### src/ppc_regs.svh
// register map, field codes and masks of the parallel port control block
// assumes a 16-bit register port with byte addresses on an 8-bit address bus
`ifndef PPC_REGS_SVH
`define PPC_REGS_SVH

`define PPC_CTRL_ADDR 8'h00
`define PPC_STAT_ADDR 8'h04
`define PPC_CTRL_RESET 16'h0000
// bits 14 and 4 are unimplemented
`define PPC_CTRL_WMASK 16'hBFEF
`define PPC_SHARE_SEPARATE 2'h0
`define PPC_SHARE_LOW8 2'h1
`define PPC_SHARE_FULL16 2'h2
`define PPC_SHARE_RESERVED 2'h3
`define PPC_CSF_SELECT 2'h2
`define PPC_UPPER_ADDR_MASK 16'h0700
`define PPC_FULL_ADDR_MASK 16'hFFFF
`define PPC_STAT_BUSY 0
`define PPC_STAT_HALTED 1
`define PPC_STAT_RSV_SHARE 2

`endif

### src/ppc_pkg.sv
// types shared by the parallel port control block
// assumes nothing beyond a SystemVerilog compiler
package ppc_pkg;
    typedef enum logic [1:0] {
        PPC_ST_IDLE = 2'b00,
        PPC_ST_ALO = 2'b01,
        PPC_ST_AHI = 2'b10,
        PPC_ST_DATA = 2'b11
    } ppc_state_e;

    typedef struct packed {
        logic port_on;
        logic rsv14;
        logic halt_in_idle;
        logic [1:0] addr_data_share_sel;
        logic byte_sel_pin_on;
        logic write_strobe_pin_on;
        logic read_strobe_pin_on;
        logic [1:0] chip_select_function;
        logic latch_strobe_polarity;
        logic rsv4;
        logic select_one_polarity;
        logic byte_sel_polarity;
        logic write_strobe_polarity;
        logic read_strobe_polarity;
    } ppc_ctrl_s;

    typedef struct packed {
        logic write;
        logic byte_sel;
        logic [15:0] addr;
        logic [7:0] wdata;
    } ppc_req_s;

    typedef struct packed {
        logic [7:0] data;
        logic data_oe;
        logic [15:0] addr;
        logic [15:0] addr_oe;
        logic byte_sel;
        logic byte_sel_oe;
        logic wr;
        logic wr_oe;
        logic rd;
        logic rd_oe;
        logic cs;
        logic cs_oe;
        logic all;
        logic all_oe;
        logic alh;
        logic alh_oe;
    } ppc_pins_s;
endpackage

### src/ppc_parallel_port_control.sv
// parallel port control register and a small bus cycle engine behind it
// assumes synchronous inputs on I_REF_CLK (25 MHz) and a pin pad that
// resolves each pin from its value and output enable
//
// Implementation choices: the register addresses and the strobed register port.
`include "ppc_regs.svh"

module ppc_parallel_port_control
    import ppc_pkg::*;
(
    input wire logic I_REF_CLK,
    input wire logic I_RST,
    input wire logic [7:0] I_ADDR,
    input wire logic [15:0] I_WDATA,
    input wire logic I_WR,
    input wire logic I_RD,
    output logic [15:0] O_RDATA,
    input wire logic I_IDLE,
    input wire logic I_REQ_VALID,
    input wire ppc_req_s I_REQ,
    output logic O_REQ_READY,
    output logic O_RSP_VALID,
    output logic [7:0] O_RSP_DATA,
    input wire logic [7:0] I_PORT_DATA_LINES,
    output logic [7:0] O_PORT_DATA_LINES,
    output logic O_PORT_DATA_LINES_OE,
    output logic [15:0] O_PORT_ADDRESS_LINES,
    output logic [15:0] O_PORT_ADDRESS_LINES_OE,
    output logic O_BYTE_SEL_PIN,
    output logic O_BYTE_SEL_PIN_OE,
    output logic O_WRITE_STROBE_PIN,
    output logic O_WRITE_STROBE_PIN_OE,
    output logic O_READ_STROBE_PIN,
    output logic O_READ_STROBE_PIN_OE,
    output logic O_SELECT_ONE_PIN,
    output logic O_SELECT_ONE_PIN_OE,
    output logic O_LOW_LATCH_STROBE,
    output logic O_LOW_LATCH_STROBE_OE,
    output logic O_HIGH_LATCH_STROBE,
    output logic O_HIGH_LATCH_STROBE_OE
);

    // --------------------------------------------------------------
    // helpers
    // --------------------------------------------------------------
    // pin level for an active flag: polarity set means active high
    function automatic logic pin_level(input logic active, input logic pol);
        return pol ? active : ~active;
    endfunction

    ppc_ctrl_s ctrl_reg;
    ppc_req_s req_reg;
    ppc_req_s req_next;
    ppc_state_e state_reg;
    ppc_state_e state_next;
    ppc_pins_s pins_reg;
    ppc_pins_s pins_next;
    logic [15:0] rdata_reg;
    logic [15:0] status;
    logic rsp_valid_reg;
    logic [7:0] rsp_data_reg;
    logic run;
    logic accept;
    logic [1:0] share;

    assign share = ctrl_reg.addr_data_share_sel;
    assign run = ctrl_reg.port_on & ~(ctrl_reg.halt_in_idle & I_IDLE);
    assign O_REQ_READY = run & (state_reg == PPC_ST_IDLE)
        & (share != `PPC_SHARE_RESERVED);
    assign accept = I_REQ_VALID & O_REQ_READY;

    // --------------------------------------------------------------
    // register port
    // --------------------------------------------------------------
    always_ff @(posedge I_REF_CLK) begin
        if (I_RST) begin
            ctrl_reg <= ppc_ctrl_s'(`PPC_CTRL_RESET);
        end else if (I_WR && I_ADDR == `PPC_CTRL_ADDR) begin
            ctrl_reg <= ppc_ctrl_s'(I_WDATA & `PPC_CTRL_WMASK);
        end
    end

    always_comb begin
        status = 16'h0000;
        status[`PPC_STAT_BUSY] = state_reg != PPC_ST_IDLE;
        status[`PPC_STAT_HALTED] = ctrl_reg.port_on & ~run;
        status[`PPC_STAT_RSV_SHARE] = share == `PPC_SHARE_RESERVED;
    end

    always_ff @(posedge I_REF_CLK) begin
        if (I_RST) begin
            rdata_reg <= 16'h0000;
        end else if (I_RD) begin
            unique case (I_ADDR)
                `PPC_CTRL_ADDR: rdata_reg <= ctrl_reg;
                `PPC_STAT_ADDR: rdata_reg <= status;
                default: rdata_reg <= 16'h0000;
            endcase
        end else begin
            rdata_reg <= 16'h0000;
        end
    end
    assign O_RDATA = rdata_reg;

    // --------------------------------------------------------------
    // bus cycle engine
    // --------------------------------------------------------------
    always_comb begin
        state_next = state_reg;
        if (!ctrl_reg.port_on) begin
            state_next = PPC_ST_IDLE;
        end else if (run) begin
            unique case (state_reg)
                PPC_ST_IDLE: begin
                    if (accept) begin
                        state_next = (share == `PPC_SHARE_SEPARATE)
                            ? PPC_ST_DATA : PPC_ST_ALO;
                    end
                end
                PPC_ST_ALO: begin
                    state_next = (share == `PPC_SHARE_FULL16)
                        ? PPC_ST_AHI : PPC_ST_DATA;
                end
                PPC_ST_AHI: state_next = PPC_ST_DATA;
                PPC_ST_DATA: state_next = PPC_ST_IDLE;
            endcase
        end
    end

    assign req_next = accept ? I_REQ : req_reg;

    always_ff @(posedge I_REF_CLK) begin
        if (I_RST) begin
            state_reg <= PPC_ST_IDLE;
            req_reg <= '0;
        end else begin
            state_reg <= state_next;
            req_reg <= req_next;
        end
    end

    // completion pulse; read data sampled while the read strobe is active
    always_ff @(posedge I_REF_CLK) begin
        if (I_RST) begin
            rsp_valid_reg <= 1'b0;
            rsp_data_reg <= 8'h00;
        end else begin
            rsp_valid_reg <= run & (state_reg == PPC_ST_DATA);
            if (run && state_reg == PPC_ST_DATA && !req_reg.write) begin
                rsp_data_reg <= I_PORT_DATA_LINES;
            end
        end
    end
    assign O_RSP_VALID = rsp_valid_reg;
    assign O_RSP_DATA = rsp_data_reg;

    // --------------------------------------------------------------
    // pin decode, registered so pins line up with state_reg
    // --------------------------------------------------------------
    always_comb begin
        logic on;
        logic busy;
        logic lo;
        logic hi;
        logic dat;
        on = ctrl_reg.port_on;
        busy = state_next != PPC_ST_IDLE;
        lo = state_next == PPC_ST_ALO;
        hi = state_next == PPC_ST_AHI;
        dat = state_next == PPC_ST_DATA;
        pins_next = '0;
        pins_next.data = lo ? req_next.addr[7:0]
            : (hi ? req_next.addr[15:8] : req_next.wdata);
        pins_next.data_oe = on & (lo | hi | (dat & req_next.write));
        unique case (share)
            `PPC_SHARE_SEPARATE: begin
                pins_next.addr = req_next.addr;
                pins_next.addr_oe = (on & busy) ? `PPC_FULL_ADDR_MASK : 16'h0000;
            end
            `PPC_SHARE_LOW8: begin
                pins_next.addr = req_next.addr & `PPC_UPPER_ADDR_MASK;
                pins_next.addr_oe = (on & busy) ? `PPC_UPPER_ADDR_MASK : 16'h0000;
            end
            default: begin
                pins_next.addr = 16'h0000;
                pins_next.addr_oe = 16'h0000;
            end
        endcase
        pins_next.byte_sel = pin_level(dat & req_next.byte_sel,
            ctrl_reg.byte_sel_polarity);
        pins_next.byte_sel_oe = on & ctrl_reg.byte_sel_pin_on;
        pins_next.wr = pin_level(dat & req_next.write,
            ctrl_reg.write_strobe_polarity);
        pins_next.wr_oe = on & ctrl_reg.write_strobe_pin_on;
        pins_next.rd = pin_level(dat & ~req_next.write,
            ctrl_reg.read_strobe_polarity);
        pins_next.rd_oe = on & ctrl_reg.read_strobe_pin_on;
        pins_next.cs = pin_level(busy, ctrl_reg.select_one_polarity);
        pins_next.cs_oe = on & (ctrl_reg.chip_select_function == `PPC_CSF_SELECT);
        pins_next.all = pin_level(lo, ctrl_reg.latch_strobe_polarity);
        pins_next.all_oe = on & (share != `PPC_SHARE_SEPARATE);
        pins_next.alh = pin_level(hi, ctrl_reg.latch_strobe_polarity);
        pins_next.alh_oe = on & (share == `PPC_SHARE_FULL16);
    end

    always_ff @(posedge I_REF_CLK) begin
        if (I_RST) begin
            pins_reg <= '0;
        end else begin
            pins_reg <= pins_next;
        end
    end

    assign O_PORT_DATA_LINES = pins_reg.data;
    assign O_PORT_DATA_LINES_OE = pins_reg.data_oe;
    assign O_PORT_ADDRESS_LINES = pins_reg.addr;
    assign O_PORT_ADDRESS_LINES_OE = pins_reg.addr_oe;
    assign O_BYTE_SEL_PIN = pins_reg.byte_sel;
    assign O_BYTE_SEL_PIN_OE = pins_reg.byte_sel_oe;
    assign O_WRITE_STROBE_PIN = pins_reg.wr;
    assign O_WRITE_STROBE_PIN_OE = pins_reg.wr_oe;
    assign O_READ_STROBE_PIN = pins_reg.rd;
    assign O_READ_STROBE_PIN_OE = pins_reg.rd_oe;
    assign O_SELECT_ONE_PIN = pins_reg.cs;
    assign O_SELECT_ONE_PIN_OE = pins_reg.cs_oe;
    assign O_LOW_LATCH_STROBE = pins_reg.all;
    assign O_LOW_LATCH_STROBE_OE = pins_reg.all_oe;
    assign O_HIGH_LATCH_STROBE = pins_reg.alh;
    assign O_HIGH_LATCH_STROBE_OE = pins_reg.alh_oe;
endmodule

### config.mk
export PLATFORM = sky130hd
export DESIGN_NAME = ppc_parallel_port_control
export DESIGN_NICKNAME = d
export VERILOG_FILES = /design/src/ppc_pkg.sv /design/src/ppc_parallel_port_control.sv
export VERILOG_INCLUDE_DIRS = /design/src
export SDC_FILE = /design/constraint.sdc
export NUM_CORES = 1
export LEC_CHECK = 0
export ABC_AREA = 1
export BUFFER_PORTS_ARGS = -buffer_cell sky130_fd_sc_hd__buf_2
export CAP_MARGIN = 20
export CORE_UTILIZATION = 53
export CTS_CLUSTER_DIAMETER = 100
export CTS_CLUSTER_SIZE = 10
export DETAILED_ROUTE_END_ITERATION = 16
export PLACE_DENSITY = 0.95
export SLEW_MARGIN = 20
export SYNTH_ARGS = -nofsm -noshare
export SYNTH_HDL_FRONTEND = slang
export SYNTH_SLANG_ARGS = --single-unit
### constraint.sdc
create_clock -name I_REF_CLK -period 3.51 [get_ports I_REF_CLK]
set_clock_uncertainty 0.05 [all_clocks]
set_input_delay 0.1755 -clock I_REF_CLK [delete_from_list [all_inputs] [get_ports I_REF_CLK]]
set_output_delay 0.1755 -clock I_REF_CLK [all_outputs]
set_load 0.02 [all_outputs]
After elaboration in Yosys (flattened, before gate mapping)
Cells that the tools add are included.
- bitwise gates (word level): 30
- muxes and demuxes: 19
- equality and inequality tests: 12
- reductions and logical operators: 11
- operators by type and width (operator ; number):
    one-hot mux 32 bit (2 select lines) ; 1
    one-hot mux 16 bit (2 select lines) ; 1
    two-way mux 26 bit ; 1
    bitwise AND 1 bit ; 18
    two-way mux 16 bit ; 1
    two-way mux 8 bit ; 2
    == test 2 bit (second input constant) ; 7
    two-way mux 11 bit ; 1
    inverter 1 bit ; 10
    == test 8 x 3 -> 1 bit (second input constant) ; 1
    zero test 8 bit ; 1
    two-way mux 2 bit ; 4
    one-hot mux 2 bit (4 select lines) ; 1
    two-way mux 1 bit ; 7
    == test 2 x 1 -> 1 bit (second input constant) ; 3
    nonzero test 2 bit ; 3
    zero test 2 bit ; 2
    logical AND 1 bit ; 3
    != test 2 bit (second input constant) ; 1
    OR 1 bit ; 2
    OR reduction 2 bit ; 1
    zero test 1 bit ; 1
- flip-flop bits (word level): 120
- output and inout bits: 79
- logic and storage cells: 108

Logic depth before layout (Yosys ltp)
Gate-level depths: netlist (run 1).
- depth in word-level cells: 14
- mapped depth: 17
- depth with buffers taken out: 15

Worst setup path after synthesis (run 1)
No wires, ideal clock.
- path kind: flip-flop to flip-flop
- start point: register state_reg[0]
- end point: register pins_reg, in the netlist O_PORT_DATA_LINES[0]
- arrival: 2.072 ns
- period minus slack after synthesis: 2.231 ns
- setup time: 0.109 ns
- stages on the path, launching flop included: 17
- slack: 1.279 ns
- path buffers: 2
- cell sequence: dfxtp_1 -> inv_1 -> ha_1 -> nand2_1 -> nor2_4 -> buf_2 -> nand3_1 -> nand3_1 -> nand2_1 -> nand2_1 -> ha_1 -> buf_2 -> clkinv_1 -> nand3_1 -> nand3_1 -> nand2_1 -> inv_1
- word-level cells in the longest chain between the ends: 11
- elaborated cells between the ends (all ways): 16
- classes of those cells: eq/ne: 5; mux: 7; bitwise: 3; reduce/logical: 1
- RTL lines (what ; line ; source):
    start, declared ; ppc_parallel_port_control.sv:54 ; ppc_state_e state_reg;
    start signal, assigned ; ppc_parallel_port_control.sv:137 ; state_reg <= state_next;
    zero test 2 bit ; ppc_parallel_port_control.sv:68, ppc_parallel_port_control.sv:113 ;
    bitwise AND 1 bit (2 in series) ; ppc_parallel_port_control.sv:68 ; assign O_REQ_READY = run & (state_reg == PPC_ST_IDLE)
    bitwise AND 1 bit ; ppc_parallel_port_control.sv:70 ; assign accept = I_REQ_VALID & O_REQ_READY;
    two-way mux 2 bit ; ppc_parallel_port_control.sv:115 ; if (accept) begin
    one-hot mux 2 bit (4 select lines) * ; ppc_parallel_port_control.sv:113 ; unique case (state_reg)
    two-way mux 2 bit * ; ppc_parallel_port_control.sv:112 ; end else if (run) begin
    two-way mux 2 bit * ; ppc_parallel_port_control.sv:110 ; if (!ctrl_reg.port_on) begin
    named net state_next[1] ; ppc_parallel_port_control.sv:55 ; ppc_state_e state_next;
    == test 2 bit ; ppc_parallel_port_control.sv:169 ; hi = state_next == PPC_ST_AHI;
    two-way mux 8 bit ; ppc_parallel_port_control.sv:173 ; : (hi ? req_next.addr[15:8] : req_next.wdata);
    two-way mux 8 bit * ; ppc_parallel_port_control.sv:172 ; pins_next.data = lo ? req_next.addr[7:0]
    end signal, assigned ; ppc_parallel_port_control.sv:210 ; pins_reg <= pins_next;
    end, declared ; ppc_parallel_port_control.sv:56 ; ppc_pins_s pins_reg;
The timed path passes the listed nets; every way through them passes the cells marked *.
A chain may end at the register's enable or synchronous reset.

Worst setup path in the final report (run 1)
- start point: register state_reg[1]
- end point: register pins_reg, in the netlist O_PORT_DATA_LINES[5]
- word-level cells in the longest chain between the ends: 11
- elaborated cells between the ends (all ways): 16
- classes of those cells: eq/ne: 5; mux: 7; bitwise: 3; reduce/logical: 1
- RTL lines (what ; line):
    zero test 2 bit ; ppc_parallel_port_control.sv:68, ppc_parallel_port_control.sv:113
    bitwise AND 1 bit (2 in series) ; ppc_parallel_port_control.sv:68
    bitwise AND 1 bit ; ppc_parallel_port_control.sv:70
    two-way mux 2 bit ; ppc_parallel_port_control.sv:115
    one-hot mux 2 bit (4 select lines) ; ppc_parallel_port_control.sv:113
    two-way mux 2 bit * ; ppc_parallel_port_control.sv:112
    two-way mux 2 bit * ; ppc_parallel_port_control.sv:110
    named net state_next[1] ; ppc_parallel_port_control.sv:55
    == test 2 bit ; ppc_parallel_port_control.sv:169
    two-way mux 8 bit ; ppc_parallel_port_control.sv:173
    two-way mux 8 bit * ; ppc_parallel_port_control.sv:172
Marks and branches as above.

==> summary.md, run 1 <==
| Metric | Value |
|---|---|
| Vias per cell | 5.04 |
| IO Pins | 143 |
| Core area | 7210 µm² |
| Initial drt markers | 172 |
| Filler cells | 621 |
| Status | complete, no violations |
| Initial antenna violation count | 0 |
| GRT met2 Usage | 42.7% |
| Share of cells above drive strength 1 | 27.8% |
| Total Wirelength | 9250 µm |
| Cell Count, Final, Fillers Out | 706 |
| Fin Setup TNS | 0 ps |
| Post_cts resized | 0 |
| Post-synthesis sequential area ratio | 52.7% |
| Worst Path Required | 3750 ps |
| CTS Hold Bufs | 0 |
| Crit. End Element | flop |
| Starting Density | 54.8% |
| Die width | 88.4 µm |
| Min Clock Period, post-route | 3070 ps |
| Port bufs | 138 |
| Via count | 3555 |
| Kind of critical path | flop to flop |
| Distinct cells, synth | 31 |
| Worst-skew pair later-pin latency | 370 ps |
| Mapped Cells | 486 |
| Unrepaired setup endpoints after global routing | no |
| Root Driver | clkbuf_8 |
| # Post-CTS Setup Buffers | 0 |
| Antenna diodes | 0 |
| Total power | 1960 µW |
| Cell row count | 31 |
| Most Crowded Layer GR | met2 |
| CP Data Arrival Time | 3320 ps |
| Syn-to-layout area delta | 20.2% |
| Worst vdd ir | 0.237 mV |
| H-tree Lvls | 3 |
| Post-route clock period utilization | 87.5% |
| TritonCTS clock tree | done |
| Max FO, Critical Path | 23 |
| Dpl hpwl | 6710 µm |
| Post-DR wirelength/cell | 13.1 µm |
| Met1 Use GR | 28.1% |
| Hold slack | 7.19 ps |
| Cell Pwr Density | 413 nW/µm² |
| Longest Clk Path Bufs | 2 |
| Clk sinks | 104 |
| Total track usage | 24.2% |
| Slew headroom | 50.9% |
| Slew Viols, Final | 0 |
| Drt first pass iters | 6 |
| Num CTS Buffers | 9 |
| Final Hold Viols | 0 |
| Chip height | 88.4 µm |
| MaxCap Viol Count | 0 |
| Routability Congestion | 0.878 |
| Post-DRT Antenna Nets | 0 |
| Largest net degree at the start of global routing | 33 |
| Layout Nets | 676 |
| Mapped Area | 3950 µm² |
| DRC | 0 |
| Reg clk slew, reported paths | 100 ps |
| Placed cell count | 691 |
| Worst-margin pin slew | 735 ps |
| Setup Viol. Count Final | 0 |
| Maximum clock frequency | 326 MHz |
| Met3 Track Usage GR | 7.84% |
| Tightest Hold Check Type | input port to flop |
| Number of flip-flops in the largest register | 26 |
| Total gr overflow | 0 |
| Yosys warns | 0 |
| Global-route wire length before repair | 14600 µm |
| Flops & latches, synth | 104 |
| Syn Area/Cell | 8.13 µm² |
| Crit path launch type | flop |
| Die area | 7810 µm² |
| Static Leakage | 0.00232 µW |
| Number of global-route vias before repair | 3313 |
==> critical path, stage by stage (launching register included) <==
cell	delay [ps]
dfxtp_1	370
inv_1	130
ha_1	200
nand2_1	110
nor2_4	450
nand3_1	150
nand3_1	130
nand2_1	80
nand2_1	140
ha_1	410
clkinv_1	400
nand3_1	200
nand3_1	90
o21ai_1	100
==> final timing paths <==
| kind | start | endpoint | slack (ps) | cells past startpoint |
|---|---|---|---|---|
| worst max-delay path | state_reg[1] | O_PORT_DATA_LINES[5] | 440 | 13 |
| worst min-delay path | I_REQ[10] | O_PORT_ADDRESS_LINES[2] | 7 | 3 |
| worst max register to register | state_reg[1] | O_PORT_DATA_LINES[5] | 440 | 13 |
| worst min register to register | O_RSP_DATA[6] | O_RSP_DATA[6] | 400 | 2 |
==> synth_stat cells, drive strengths merged <==
master | number | area [µm²]
clkinv | 1 | 3.75
nand4 | 4 | 25.0
dfxtp | 104 | 2080
nor3 | 13 | 65.1
nand2 | 70 | 278
and2 | 7 | 43.8
or2 | 1 | 6.26
clkbuf | 10 | 37.5
a21oi | 38 | 190
conb | 1 | 3.75
nand3 | 53 | 265
o21ai | 32 | 175
nor3b | 1 | 7.51
buf | 26 | 184
ha | 9 | 113
nand3b | 4 | 30.0
nor2 | 53 | 209
nor4 | 1 | 6.26
xnor2 | 1 | 8.76
inv | 56 | 210
nor4b | 1 | 8.76
==> area by class of cell <==
type	count	area (µm²)	area share, %
timing repair buffer	141	713	15.0
inverter	57	214	4.50
multi-input combinational	290	1440	30.3
sequential	104	2080	43.8
tap	99	124	2.61
clock buffer	9	124	2.61
clock inverter	6	55.1	1.16
==> placed cells by master, fill, tap and decap left out, drive strengths merged <==
master	netlist	layout
nor4	1	1
clkbuf	10	9
inv	56	58
nand2	70	70
xnor2	1	1
or2	1	1
nor3	13	13
ha	9	9
clkinv	1	3
a21oi	38	38
and2	7	7
conb	1	2
nor2	53	53
buf	26	141
nand3b	4	4
clkinvlp	0	2
nand4	4	4
nor3b	1	1
nor4b	1	1
dfxtp	104	104
nand3	53	53
o21ai	32	32
==> routing by layer <==
layer | vias up | wire, µm
li1 | 1774 | -
met1 | 1630 | 3860
met2 | 140 | 4640
met3 | 11 | 630
met4 | 0 | 112
met5 | - | 0
==> power breakdown <==
part,switching [µW],leakage (µW),internal (µW)
clock,426,0.0000853,266
sequential,1.70,0.000840,1180
combinational,51.5,0.00140,34.9
==> through the flow <==
stage,setup slack (ps),utilization (%),area (µm²)
2_1_floorplan,1280,-,3960
3_3_place_gp,749,63.4,4570
3_5_place_dp,540,63.4,4570
4_1_cts,507,65.9,4750
5_1_grt,235,65.9,4750
6_report,438,65.9,4750
==> cell families (layout without fill, tap and decap cells) <==
group / Yosys count / after routing / share of synthesized area (%)
buf+inv: 93 / 213 / 11.0
other cells: 1 / 2 / 0.0949
xor+xnor: 1 / 1 / 0.222
fa+ha+maj: 9 / 9 / 2.85
flops: 104 / 104 / 52.7
compound gates: 70 / 70 / 9.24
simple gates: 208 / 208 / 23.9
Power figures use the tool's default switching activity.
==> run 2: changes to the inputs <==
--- a/config.mk
+++ b/config.mk
@@ -9,11 +9,14 @@
 export ABC_AREA = 1
 export BUFFER_PORTS_ARGS = -buffer_cell sky130_fd_sc_hd__buf_2
 export CAP_MARGIN = 20
-export CORE_UTILIZATION = 53
+export CELL_PAD_IN_SITES_DETAIL_PLACEMENT = 0
+export CELL_PAD_IN_SITES_GLOBAL_PLACEMENT = 2
+export CORE_UTILIZATION = 29
 export CTS_CLUSTER_DIAMETER = 100
 export CTS_CLUSTER_SIZE = 10
 export DETAILED_ROUTE_END_ITERATION = 16
-export PLACE_DENSITY = 0.95
+export PLACE_DENSITY = 0.94
+export SKIP_LAST_GASP = 1
 export SLEW_MARGIN = 20
 export SYNTH_ARGS = -nofsm -noshare
 export SYNTH_HDL_FRONTEND = slang
==> run 2 against run 1 <==
Effect of this change:
- fmax rose by 11%
- utilization decreased by 28 points
- hold slack improved by 21 ps
- first-iteration DRC count fell by 13%
- routed wire length up 8.7%
- combinational power increased by 1%
- die area is 81% higher
- flip-flop and latch count unchanged
- critical path depth is 2 higher
- cell count is 11% higher
- global-route usage shrank 9.1 points
- via count down 3.0%
- critical path type unchanged
- highest routed layer unchanged
==> summary.md, run 2 (synthesis results as in run 1) <==
| Metric | Value |
|---|---|
| Number of flip-flops in the largest register | 26 |
| Worst-margin pin slew | 811 ps |
| WP buf/inv | 3 |
| Final Util | 37.4% |
| Internal reg-to-reg setup slack | 740 ps |
| CP Data Arrival Time | 2990 ps |
| MaxCap Viol Count | 0 |
| Fin Setup TNS | 0 ps |
| Via count | 3449 |
| CTS Hold Bufs | 0 |
| Drt first pass iters | 4 |
| Core area | 13200 µm² |
| Min Clock Period, post-route | 2770 ps |
| Routability Congestion | 0.790 |
| Post-DR wirelength/cell | 12.8 µm |
| Slew Viols, Final | 0 |
| Critical Path, Cell by Cell | inv_1 -> ha_1 -> nand2_1 -> nor2_4 -> buf_4 -> nand2_4 -> nand2_1 -> nand3_1 -> nand2_1 -> nand2_1 -> inv_2 -> ha_1 -> nor2_1 -> nand3_1 -> o21ai_1 |
| IO Pins | 143 |
| Most Crowded Layer GR | met2 |
| Most frequent CP cell | nand2_1 |
| Tightest Hold Check Type | input port to flop |
| Worst hold endpoint | O_PORT_ADDRESS_LINES[7] |
| Port bufs | 138 |
| Max FO, Critical Path | 22 |
| Status | complete, no violations |
| Unrepaired setup endpoints after global routing | no |
| Starting Density | 29.8% |
| Root Driver | clkbuf_16 |
| Most frequent cells in the layout | buf_2, dfxtp_1, nand2_1, inv_1, nand3_1 |
| Setup Viol. Count Final | 0 |
| Syn-to-layout area delta | 25.5% |
| Maximum clock frequency | 362 MHz |
| Cell row count | 42 |
| Worst hold stages | 3 |
| Kind of critical path | flop to flop |
| Longest Clk Path Bufs | 2 |
| # Post-CTS Setup Buffers | 0 |
| TritonCTS clock tree | done |
| Met3 Track Usage GR | 5.98% |
| Global-route wire length before repair | 16300 µm |
| Worst vdd ir | 0.257 mV |
| DRC | 0 |
| CP max-delay cell | nor2_1 |
| Die width | 119 µm |
| R2r endpoint | O_PORT_DATA_LINES[4] |
| Largest net degree at the start of global routing | 33 |
| Total track usage | 15.1% |
| GRT met2 Usage | 25.5% |
| Worst Path Required | 3740 ps |
| Number of global-route vias before repair | 3308 |
| Total gr overflow | 0 |
| Total Wirelength | 10100 µm |
| Worst-skew pair later-pin latency | 340 ps |
| Post_cts resized | 0 |
| Vias per cell | 4.39 |
| Worst Setup Slack, final | 745 ps |
| Dpl ws | 748 ps |
| HP Start | I_REQ[15] |
| Post-route clock period utilization | 78.8% |
| Crit. End Element | flop |
| Filler cells | 1452 |
| Commonest non-fill, non-tap cell in the layout | buf_2 |
| Num CTS Buffers | 9 |
| Initial drt markers | 150 |
| Met1 Use GR | 17.4% |
| Layout Nets | 678 |
| Slowest stage delay, CP | 510 ps |
| Initial antenna violation count | 0 |
| Clk sinks | 104 |
| Reg clk slew, reported paths | 70 ps |
| H-tree Lvls | 3 |
| Crit path launch type | flop |
| Final Hold Viols | 0 |
| Post-DRT Antenna Nets | 0 |
| Dpl hpwl | 7190 µm |
| Die area | 14100 µm² |
| CP top delay family | simple AND/OR/NAND/NOR gates |
| Slew headroom | 45.8% |
| Total power | 2210 µW |
| Chip height | 119 µm |
| Static Leakage | 0.00238 µW |
| Cell Pwr Density | 446 nW/µm² |
| Share of cells above drive strength 1 | 27.8% |
| R2R Path Start | state_reg[1] |
| FF-to-FF path depth | 15 |
## run 2: changes by cell type in the layout (fill, tap and decap cells not counted), moves of 2 or more
cell,before,now
inv_8,2,0
buf_4,3,5
clkbuf_16,0,9
clkbuf_8,9,2
## run 2: power by group
group,internal [µW],switching (µW)
logic,34.9,52.3
clock network,514,423
registers,1180,1.95
total,1730,478
## run 2: layout make-up
| cell class | instances | area, µm² | share of cell area, % |
|---|---|---|---|
| clock inverter | 2 | 16.3 | 0.328 |
| sequential | 104 | 2080 | 42.0 |
| multi-input combinational | 290 | 1440 | 29.0 |
| timing repair buffer | 143 | 728 | 14.7 |
| clock buffer | 12 | 256 | 5.17 |
| tap | 176 | 220 | 4.44 |
| antenna | 1 | 2.50 | 0.0505 |
| inverter | 57 | 214 | 4.31 |
## run 2: stage by stage
| step | cell area [µm²] | cells | hold slack, ps |
|---|---|---|---|
| final | 4960 | 785 | 28.1 |
| after global routing | 4960 | 784 | 41.3 |
| after CTS | 4960 | 784 | 16.9 |
| after detailed placement | 4680 | 770 | 370 |
| after global placement | 4680 | 770 | 365 |
| after floorplan | 3960 | 487 | 270 |
## run 2: how the worst max path moves through the flow
stage,start,to,cells past startpoint
floorplan,state_reg[0],O_PORT_DATA_LINES[0],16
global placement,state_reg[0],O_PORT_DATA_LINES[4],15
detailed placement,state_reg[0],O_PORT_DATA_LINES[4],15
CTS,state_reg[0],O_PORT_DATA_LINES[4],15
global route,state_reg[0],O_PORT_DATA_LINES[4],15
finish,state_reg[1],O_PORT_DATA_LINES[4],15
## run 2: routing by layer
metal	routed length (µm)	part of all wire [%]
met1	4340	43
met2	4860	48
met3	768	7.6
met4	82	0.82
met5	0	0
## run 2: worst register-to-register path, cell delays in order (launching register included)
cell,delay [ps]
dfxtp_1,410
inv_1,110
ha_1,210
nand2_1,120
nor2_4,40
buf_4,220
nand2_4,90
nand2_1,50
nand3_1,70
nand2_1,60
nand2_1,120
inv_2,50
ha_1,300
nor2_1,520
nand3_1,180
o21ai_1,100
